--- config.mk ---
export PLATFORM = sky130hd
export DESIGN_NAME = drive_fault_indicator_log
export DESIGN_NICKNAME = d
export VERILOG_FILES = /design/src/fault_ind_pkg.sv /design/src/blink_timer.sv /design/src/drive_fault_indicator_log.sv /design/src/fault_history_mem.sv
export SDC_FILE = /design/constraint.sdc
export NUM_CORES = 1
export LEC_CHECK = 0
export BUFFER_PORTS_ARGS = -buffer_cell sky130_fd_sc_hd__clkbuf_2
export CORE_MARGIN = 2
export CORE_UTILIZATION = 27
export DETAILED_ROUTE_END_ITERATION = 16
export PLACE_DENSITY = 0.52
export SLEW_MARGIN = 20
export SYNTH_ARGS = -nofsm -noshare
export SYNTH_HDL_FRONTEND = slang
export SYNTH_SLANG_ARGS = --single-unit
--- constraint.sdc ---
create_clock -name pclk -period 5.35 [get_ports pclk]
set_input_delay 1.07 -clock pclk [delete_from_list [all_inputs] [get_ports pclk]]
set_output_delay 1.07 -clock pclk [all_outputs]
set_load 0.01 [all_outputs]
--- src/fault_ind_pkg.sv ---
// Summary of operation
// - Fault stops drive, status red, relay open
// - Fault LED bursts at 2 Hz, 2 s gap
// - Burst count one to five per fault type
// - Undervoltage: run off, both reds flash together
// - Power-up: reds flash, check, then run flashes
// - Processor fault: run off, both reds steady
// - No auto restart; no enable edge needed after
// - Clear by power, enable cycle, stop, serial
// - New fault pushed, newest entry first
// - History has no clear, survives defaults
// - History readable by keypad and serial bus
// - Keypad shows only four newest entries
// - Up key steps older, decimal points mark depth
// - Serial codes 04, 0B, 06, 02, 08
`default_nettype none
package fault_ind_pkg;
    // Clock and LED timing.
    localparam int CLK_HZ        = 125_000_000;
    localparam int LED_HALF_MS   = 250;
    localparam int GAP_MS        = 2000;
    localparam int HALF_CYC      = CLK_HZ / 1000 * LED_HALF_MS;
    localparam int GAP_SLOTS     = GAP_MS / LED_HALF_MS;
    localparam int PWRUP_SLOTS   = 4;
    localparam int NUM_FAULTS    = 5;
    // History depth and keypad window.
    localparam int HIST_DEPTH    = 8;
    localparam int KEYPAD_DEPTH  = 4;
    // APB register byte offsets.
    localparam logic [7:0] CTRL_OFS     = 8'h00;
    localparam logic [7:0] STATUS_OFS   = 8'h04;
    localparam logic [7:0] IRQ_STAT_OFS = 8'h08;
    localparam logic [7:0] IRQ_MASK_OFS = 8'h0C;
    localparam logic [7:0] HIST_OFS     = 8'h20;
    localparam logic [7:0] HIST_END_OFS = 8'h3C;
    // Field positions.
    localparam int CTRL_RESET_BIT = 0;
    localparam int IRQ_FAULT_BIT  = 0;
    localparam int IRQ_UNDERV_BIT = 1;
    localparam int IRQ_CPU_BIT    = 2;
    localparam int IRQ_CLEAR_BIT  = 3;
    localparam logic [3:0] IRQ_MASK_RESET = 4'h0;
    // Serial fault codes, indexed by burst count minus one.
    localparam logic [7:0] CODE_OVERLOAD = 8'h04;
    localparam logic [7:0] CODE_EXTERNAL = 8'h0B;
    localparam logic [7:0] CODE_OVERVOLT = 8'h06;
    localparam logic [7:0] CODE_OVERCUR  = 8'h02;
    localparam logic [7:0] CODE_OVERTEMP = 8'h08;
    localparam logic [7:0] CODE_NONE     = 8'h00;

    typedef enum logic [2:0] {
        ST_PWRUP, ST_CHECK, ST_READY, ST_FAULT, ST_UNDERV, ST_CPUFAIL
    } drive_state_t;
endpackage : fault_ind_pkg
`default_nettype wire

--- src/blink_timer.sv ---
`default_nettype none
module blink_timer
    import fault_ind_pkg::*;
#(
    parameter int HALF_PERIOD = HALF_CYC
) (
    // Clock and reset.
    input  wire logic pclk,
    input  wire logic presetn,
    // Half-period tick and 2 Hz phase.
    output logic      tick,
    output logic      phase
);
    typedef struct packed {
        logic [24:0] cnt;
        logic        tick;
        logic        phase;
    } blink_st_t;

    blink_st_t cur_reg, cur_next;

    // One counter paces both the pulses and the gap after a burst.
    always_comb begin
        cur_next      = cur_reg;
        cur_next.tick = 1'b0;
        if (cur_reg.cnt == 25'(HALF_PERIOD - 1)) begin
            cur_next.cnt   = '0;
            cur_next.tick  = 1'b1;
            cur_next.phase = ~cur_reg.phase;
        end else begin
            cur_next.cnt = cur_reg.cnt + 25'h0000001;
        end
    end

    always_ff @(posedge pclk or negedge presetn) begin
        if (!presetn) begin
            cur_reg <= '0;
        end else begin
            cur_reg <= cur_next;
        end
    end

    assign tick  = cur_reg.tick;
    assign phase = cur_reg.phase;
endmodule : blink_timer
`default_nettype wire

--- src/drive_fault_indicator_log.sv ---
`default_nettype none
module drive_fault_indicator_log
    import fault_ind_pkg::*;
#(
    parameter int HALF_PERIOD = HALF_CYC
) (
    // Clock and reset.
    input  wire logic        pclk,
    input  wire logic        presetn,
    // APB slave.
    input  wire logic        psel,
    input  wire logic        penable,
    input  wire logic        pwrite,
    input  wire logic [7:0]  paddr,
    input  wire logic [31:0] pwdata,
    input  wire logic [3:0]  pstrb,
    output logic [31:0]      prdata,
    output logic             pready,
    output logic             pslverr,
    // Monitors: overload, external, overvolt, overcurrent, overtemp.
    input  wire logic [4:0]  fault_in,
    input  wire logic        mains_undervolt,
    input  wire logic        cpu_comm_fault,
    // Enable inputs.
    input  wire logic        run_forward_cmd,
    input  wire logic        run_reverse_cmd,
    input  wire logic        run_enable_cmd,
    // Keypad.
    input  wire logic        key_stop,
    input  wire logic        key_view_enter,
    input  wire logic        key_view_exit,
    input  wire logic        key_up,
    output logic [7:0]       keypad_code,
    output logic [2:0]       keypad_dp,
    // Indicators and drive.
    output logic             run_led,
    output logic             status_led,
    output logic             fault_led,
    output logic             relay_closed,
    output logic             drive_run,
    output logic             irq
);
    typedef struct packed {
        drive_state_t state;
        logic [4:0]   slot;
        logic [2:0]   fidx;
        logic         en_low_seen;
        logic [3:0]   irq_stat;
        logic [3:0]   irq_mask;
        logic [31:0]  prdata;
        logic         hist_rd;
        logic         view_on;
        logic [1:0]   view_idx;
        logic         run_led;
        logic         status_led;
        logic         fault_led;
        logic         relay;
        logic         run;
    } main_st_t;

    main_st_t   cur_reg, cur_next;
    logic       tick;
    logic       phase;
    logic       push;
    logic [7:0] push_code;
    logic [7:0] hist_q;
    logic       enable_any;
    logic       any_fault;
    logic [2:0] new_idx;
    logic       apb_setup;
    logic       apb_wr;
    logic       hist_hit;
    logic       map_hit;
    logic       ser_reset;
    logic [4:0] burst_slots;
    logic [4:0] period_slots;
    logic [3:0] irq_set;

    blink_timer #(
        .HALF_PERIOD(HALF_PERIOD)
    ) u_blink (
        .pclk   (pclk),
        .presetn(presetn),
        .tick   (tick),
        .phase  (phase)
    );

    fault_history_mem u_hist (
        .pclk     (pclk),
        .presetn  (presetn),
        .push     (push),
        .push_code(push_code),
        .rd_addr_a(paddr[4:2]),
        .rd_data_a(hist_q),
        .rd_addr_b({1'b0, cur_next.view_idx}),
        .rd_data_b(keypad_code)
    );

    // Any of the three enable inputs counts as the enable signal.
    assign enable_any = run_forward_cmd | run_reverse_cmd | run_enable_cmd;
    assign any_fault  = |fault_in;

    // Lowest-numbered monitor wins when several trip at once.
    always_comb begin
        new_idx = 3'd0;
        for (int i = NUM_FAULTS - 1; i >= 0; i--) begin
            if (fault_in[i]) begin
                new_idx = 3'(i);
            end
        end
    end

    // Fault index to serial code.
    always_comb begin
        case (new_idx)
            3'd0:    push_code = CODE_OVERLOAD;
            3'd1:    push_code = CODE_EXTERNAL;
            3'd2:    push_code = CODE_OVERVOLT;
            3'd3:    push_code = CODE_OVERCUR;
            3'd4:    push_code = CODE_OVERTEMP;
            default: push_code = CODE_NONE;
        endcase
    end

    // Burst of fidx+1 pulses, two slots each, then the gap.
    assign burst_slots  = 5'({cur_reg.fidx, 1'b0}) + 5'd2;
    assign period_slots = burst_slots + 5'(GAP_SLOTS);

    // APB decode; the slave always answers without wait states.
    assign apb_setup = psel & ~penable;
    assign apb_wr    = psel & penable & pwrite;
    assign hist_hit  = paddr >= HIST_OFS && paddr <= HIST_END_OFS
                     && paddr[1:0] == 2'b00;
    assign map_hit   = hist_hit || paddr == CTRL_OFS
                     || paddr == STATUS_OFS || paddr == IRQ_STAT_OFS
                     || paddr == IRQ_MASK_OFS;
    assign ser_reset = apb_wr && paddr == CTRL_OFS && pstrb[0]
                     && pwdata[CTRL_RESET_BIT];
    assign pready    = 1'b1;
    assign pslverr   = psel & penable & ~map_hit;
    assign prdata    = cur_reg.hist_rd ? {24'h000000, hist_q}
                                       : cur_reg.prdata;

    // History is pushed once, on entry to the fault state.
    assign push = cur_reg.state != ST_FAULT && cur_next.state == ST_FAULT;

    // Main sequencing, indicators, keypad view and registers.
    always_comb begin
        cur_next = cur_reg;
        irq_set  = 4'h0;
        case (cur_reg.state)
            ST_PWRUP: begin
                // Supply alive: reds flash until the check slot.
                if (tick) begin
                    cur_next.slot = cur_reg.slot + 5'd1;
                end
                if (cur_reg.slot == 5'(PWRUP_SLOTS)) begin
                    cur_next.state = ST_CHECK;
                end
            end
            ST_CHECK: begin
                // Operating state checked before the run LED starts.
                if (any_fault) begin
                    cur_next.state = ST_FAULT;
                end else begin
                    cur_next.state = ST_READY;
                end
                cur_next.slot = '0;
            end
            ST_READY: begin
                if (any_fault) begin
                    cur_next.state       = ST_FAULT;
                    cur_next.slot        = '0;
                    cur_next.en_low_seen = 1'b0;
                end
            end
            ST_FAULT: begin
                if (tick) begin
                    if (cur_reg.slot >= period_slots - 5'd1) begin
                        cur_next.slot = '0;
                    end else begin
                        cur_next.slot = cur_reg.slot + 5'd1;
                    end
                end
                if (!enable_any) begin
                    cur_next.en_low_seen = 1'b1;
                end
                // The monitor must be quiet before any clear is taken.
                if (!any_fault && (ser_reset || key_stop
                    || (enable_any && cur_reg.en_low_seen))) begin
                    cur_next.state = ST_READY;
                    irq_set[IRQ_CLEAR_BIT] = 1'b1;
                end
            end
            ST_UNDERV: begin
                if (!mains_undervolt) begin
                    cur_next.state = ST_PWRUP;
                    cur_next.slot  = '0;
                end
            end
            ST_CPUFAIL: begin
                // Defective unit: only a power cycle leaves this state.
                cur_next.state = ST_CPUFAIL;
            end
            default: begin
                cur_next.state = ST_PWRUP;
            end
        endcase
        if (cur_next.state == ST_FAULT && cur_reg.state != ST_FAULT) begin
            cur_next.fidx          = new_idx;
            irq_set[IRQ_FAULT_BIT] = 1'b1;
        end
        // Undervoltage overrides, the processor fault overrides all.
        if (mains_undervolt && cur_reg.state != ST_CPUFAIL
            && cur_reg.state != ST_UNDERV) begin
            cur_next.state          = ST_UNDERV;
            irq_set[IRQ_UNDERV_BIT] = 1'b1;
        end
        if (cpu_comm_fault && cur_reg.state != ST_CPUFAIL) begin
            cur_next.state       = ST_CPUFAIL;
            irq_set[IRQ_CPU_BIT] = 1'b1;
        end

        // Indicators follow the state; the run LED flashes when idle.
        cur_next.run        = 1'b0;
        cur_next.relay      = 1'b1;
        cur_next.run_led    = 1'b0;
        cur_next.status_led = 1'b0;
        cur_next.fault_led  = 1'b0;
        case (cur_reg.state)
            ST_PWRUP, ST_CHECK: begin
                cur_next.status_led = phase;
                cur_next.fault_led  = phase;
            end
            ST_READY: begin
                cur_next.run     = enable_any;
                cur_next.run_led = enable_any | phase;
            end
            ST_FAULT: begin
                cur_next.relay      = 1'b0;
                cur_next.status_led = 1'b1;
                cur_next.fault_led  = cur_reg.slot < burst_slots
                                    && !cur_reg.slot[0];
            end
            ST_UNDERV: begin
                cur_next.relay      = 1'b0;
                cur_next.status_led = phase;
                cur_next.fault_led  = phase;
            end
            ST_CPUFAIL: begin
                cur_next.relay      = 1'b0;
                cur_next.status_led = 1'b1;
                cur_next.fault_led  = 1'b1;
            end
            default: begin
                cur_next.relay = 1'b0;
            end
        endcase

        // Keypad browsing of the newest four entries.
        if (key_view_enter) begin
            cur_next.view_on  = 1'b1;
            cur_next.view_idx = 2'd0;
        end else if (key_view_exit) begin
            cur_next.view_on = 1'b0;
        end else if (key_up && cur_reg.view_on
                     && cur_reg.view_idx != 2'(KEYPAD_DEPTH - 1)) begin
            cur_next.view_idx = cur_reg.view_idx + 2'd1;
        end

        // APB read data is captured in the setup cycle.
        if (apb_setup && !pwrite) begin
            cur_next.hist_rd = hist_hit;
            case (paddr)
                STATUS_OFS: cur_next.prdata = {16'h0000,
                    cur_reg.run, cur_reg.relay, cur_reg.fault_led,
                    cur_reg.status_led, cur_reg.run_led,
                    cur_reg.state, push_code & {8{any_fault}}};
                IRQ_STAT_OFS: cur_next.prdata = {28'h0, cur_reg.irq_stat};
                IRQ_MASK_OFS: cur_next.prdata = {28'h0, cur_reg.irq_mask};
                default:      cur_next.prdata = 32'h00000000;
            endcase
        end

        // Status bits clear on a written one; a new event wins.
        if (apb_wr && paddr == IRQ_STAT_OFS && pstrb[0]) begin
            cur_next.irq_stat = cur_reg.irq_stat & ~pwdata[3:0];
        end
        cur_next.irq_stat = cur_next.irq_stat | irq_set;
        if (apb_wr && paddr == IRQ_MASK_OFS && pstrb[0]) begin
            cur_next.irq_mask = pwdata[3:0];
        end
    end

    // Every control bit has a reset value; relay open, LEDs dark.
    always_ff @(posedge pclk or negedge presetn) begin
        if (!presetn) begin
            cur_reg          <= '0;
            cur_reg.state    <= ST_PWRUP;
            cur_reg.irq_mask <= IRQ_MASK_RESET;
        end else begin
            cur_reg <= cur_next;
        end
    end

    // Depth marks flash with the 2 Hz phase, one dot per step back.
    always_comb begin
        keypad_dp = 3'b000;
        for (int i = 0; i < KEYPAD_DEPTH - 1; i++) begin
            if (cur_reg.view_on && 2'(i) < cur_reg.view_idx) begin
                keypad_dp[i] = phase;
            end
        end
    end

    // The keypad window never reaches past the fourth entry.
    assign run_led      = cur_reg.run_led;
    assign status_led   = cur_reg.status_led;
    assign fault_led    = cur_reg.fault_led;
    assign relay_closed = cur_reg.relay;
    assign drive_run    = cur_reg.run;
    assign irq          = |(cur_reg.irq_stat & cur_reg.irq_mask);
endmodule : drive_fault_indicator_log
`default_nettype wire

--- src/fault_history_mem.sv ---
`default_nettype none
module fault_history_mem
    import fault_ind_pkg::*;
(
    // Clock and reset.
    input  wire logic       pclk,
    input  wire logic       presetn,
    // Push port; the newest entry lands at index zero.
    input  wire logic       push,
    input  wire logic [7:0] push_code,
    // Two registered read ports.
    input  wire logic [2:0] rd_addr_a,
    output logic [7:0]      rd_data_a,
    input  wire logic [2:0] rd_addr_b,
    output logic [7:0]      rd_data_b
);
    typedef struct packed {
        logic [HIST_DEPTH-1:0][7:0] ent;
        logic [7:0]                 qa;
        logic [7:0]                 qb;
    } hist_st_t;

    hist_st_t cur_reg, cur_next;

    // There is deliberately no clear input: only a power cycle empties it.
    always_comb begin
        cur_next    = cur_reg;
        cur_next.qa = cur_reg.ent[rd_addr_a];
        cur_next.qb = cur_reg.ent[rd_addr_b];
        if (push) begin
            cur_next.ent[0] = push_code;
        end
        for (int i = 1; i < HIST_DEPTH; i++) begin
            if (push) begin
                cur_next.ent[i] = cur_reg.ent[i-1];
            end
        end
    end

    always_ff @(posedge pclk or negedge presetn) begin
        if (!presetn) begin
            cur_reg <= '0;
        end else begin
            cur_reg <= cur_next;
        end
    end

    assign rd_data_a = cur_reg.qa;
    assign rd_data_b = cur_reg.qb;
endmodule : fault_history_mem
`default_nettype wire

==> results.md <==
- Yosys warns: 0
- DR vias/cell: 4.69
- Most common cell on crit path: clkbuf_2
- Post-route clock skew: 8.86 ps
- Crit path time final: 3380 ps
- Largest net degree at the start of global routing: 77
- Most area-hungry cell type in the Yosys netlist: dfrtp_1
- DRC Markers: 0
- WL/cell: 14.4 um
- Seq cells post-synth: 108
- Hold buffer count at CTS: 0
- CP Cell Sequence: clkbuf_2 -> or4_4 -> or2_4 -> and4_2 -> clkbuf_2
- Post-synth EDFFs: 0
- Register area share after synthesis: 47.9%
- Final design utilization: 31.4%
- CORE AREA: 20400 um2
- Layout cells sized above 1: 23.9%
- Detailed-placement wirelength estimate: 8790 um
- Root Buffer: clkbuf_16
- Chip height: 149 um
- Input/output buffers: 57
- Clock transition at the registers of the reported paths: 70 ps
- Setup_tns: 0 ps
- Worst-Margin Slew: 970 ps
- Min-delay src: u_blink.cur_reg[26]
- Starting Density: 27.7%
- Leakage power: 0.00294 uW
- Min-Delay Path Class: reg -> reg
- Setup ws final: 1970 ps
- Worst vdd ir: 106 uV
- Max H-tree Level: 3
- DP Worst Slack: 1970 ps
- IO Count: 114
- Most common cell after layout, fill and taps aside: dfrtp_1
- Placer congestion estimate: 0.802
- Vias in the first global route: 3905
- Max-slew violation count: 0
- Post-DP Area: 6080 um2
- All-layer global routing usage: 11.5%
- Post-CTS setup buffers: 0
- Hold path cells: 1
- CTS Sinks: 108
- RR Endpoint: u_blink.cur_reg[24]
- Status: finished, final reports clean
- Ys flop type: dfrtp_1
- Synth-to-Final Area Change: 13.3%
- Max_slew headroom: 35.4%
- Antenna violations before repair: 5
- Post-synth top area share: 47.9%
- Die width: 149 um
- CP Launch Type: input port
- TritonCTS Buffers: 9
- Crit Path Class: in -> out
- Row count: 52
- Final Cell Area: 6400 um2
- Die area: 22100 um2
- Gr ovfl total: 0
- Syn avg cell area: 11.0 um2
- Synth async-reset ratio: 100%
- Final ANT Viol Nets: 0
- Maximum clock path buffer count: 2
- Max FFs per register: 36
- Area of the mapped netlist: 5640 um2
- Worst reg-to-reg path cell count: 5
- First-pass GRT wire length: 20100 um
- Worst setup EP type: output port
- Post-CTS resize count: 0
- FILL cells: 2045
- Syn Inst Count: 514
- Max-cap violations: 0
- Area contributors post-synth: dfrtp_1 (48%), mux2_2 (8.2%), buf_4 (3.9%)
- Nets: 639
- Clock Latency Late Sink: 360 ps
- Vias after detailed routing: 3938
- CP arrival: 2310 ps
- Initial DRC Count: 234
- WL final: 12100 um
- Max incr delay on CP: 540 ps
- Pwr Density: 274 nW/um2
- Peak Freq: 0.296 GHz
- Period utilization: 63.2%
- CTS tree: yes
- Critical-path top delay cell: or4_4
- Setup Viol. Count Final: 0
- DRT Pass-1 Iters: 4
- CP max FO: 3
- WP data required: 4280 ps
- Reg2Reg Setup Slack: 3170 ps
- Most frequent cells in the layout: dfrtp_1 (108), clkbuf_2 (56), mux2_2 (41)
- Final hold violation count: 0
- Worst r2r src: u_blink.cur_reg[10]
- Synth unique cells: 56
- Hold Path End: u_blink.cur_reg[26]
- RSZ-0062 raised after global routing: false
Yosys cell counts, types with 9 or more instances:
| cell type | count |
|---|---|
| nor2b_1 | 17 |
| a21oi_1 | 11 |
| dfrtp_1 | 108 |
| a22o_1 | 14 |
| xnor2_1 | 12 |
| nor3_1 | 11 |
| xor2_1 | 10 |
| nor2_1 | 32 |
| ha_1 | 15 |
| nand3_1 | 12 |
| nand2_1 | 39 |
| buf_4 | 29 |
| mux2i_1 | 15 |
| nor4_1 | 9 |
| nand4_1 | 16 |
| o21ai_0 | 22 |
| inv_1 | 17 |
| mux2_2 | 41 |
worst max-delay path by stage:
stage               slack (ps)     start  depth (start not counted)  endpoint
detailed placement        1970  paddr[1]                          5   pslverr
floorplan                 2180  paddr[1]                          3   pslverr
global placement          1970  paddr[1]                          5   pslverr
finish                    1970  paddr[1]                          5   pslverr
global route              1930  paddr[1]                          5   pslverr
CTS                       1960  paddr[1]                          5   pslverr
through the flow:
step | cells | power, uW | hold slack (ps)
floorplan | 537 | 1020 | 443
global placement | 820 | 1080 | 463
detailed placement | 820 | 1080 | 467
CTS | 836 | 1780 | 482
global route | 837 | 1850 | 504
finish | 839 | 1750 | 478
area by class of cell:
class | instances | area, um2 | area share, %
antenna | 3 | 7.51 | 0.117
clock buffer | 9 | 225 | 3.52
timing repair buffer | 59 | 303 | 4.73
sequential | 108 | 2700 | 42.2
tap | 270 | 338 | 5.28
clock inverter | 7 | 85.1 | 1.33
multi-input combinational | 366 | 2670 | 41.8
inverter | 17 | 63.8 | 0.997
power breakdown:
part	switching (uW)	internal, uW	total [uW]
Clock	320	371	691
Combinational	105	82.2	187
Sequential	31.7	843	875
Total	456	1300	1750
routing by layer:
layer | track usage [%] | share of wire [%] | vias up
met2 | 18.2 | 46 | 72
met1 | 14.7 | 46 | 1957
li1 | - | - | 1887
met5 | 0 | 0.21 | -
met4 | 4.62 | 1.9 | 4
met3 | 3.53 | 5.8 | 18
worst max-delay path, delay by kind of cell:
family	cells	cell delay (ps)
simple gates	3	1040
buf+inv	2	210
logic make-up (layout without fill, tap and decap cells):
family	count (synthesis)	in the layout	share of synthesized area, %
multiplexers	64	64	14.0
flip-flops	108	108	47.9
AO/OA/AOI/OAI	70	70	8.40
XOR/XNOR	22	22	3.41
adder cells (fa/ha/maj)	15	15	3.33
buffers and inverters	63	92	6.30
other	2	28	0.133
AND/OR/NAND/NOR	170	170	16.5
Power figures use the tool's default switching activity.
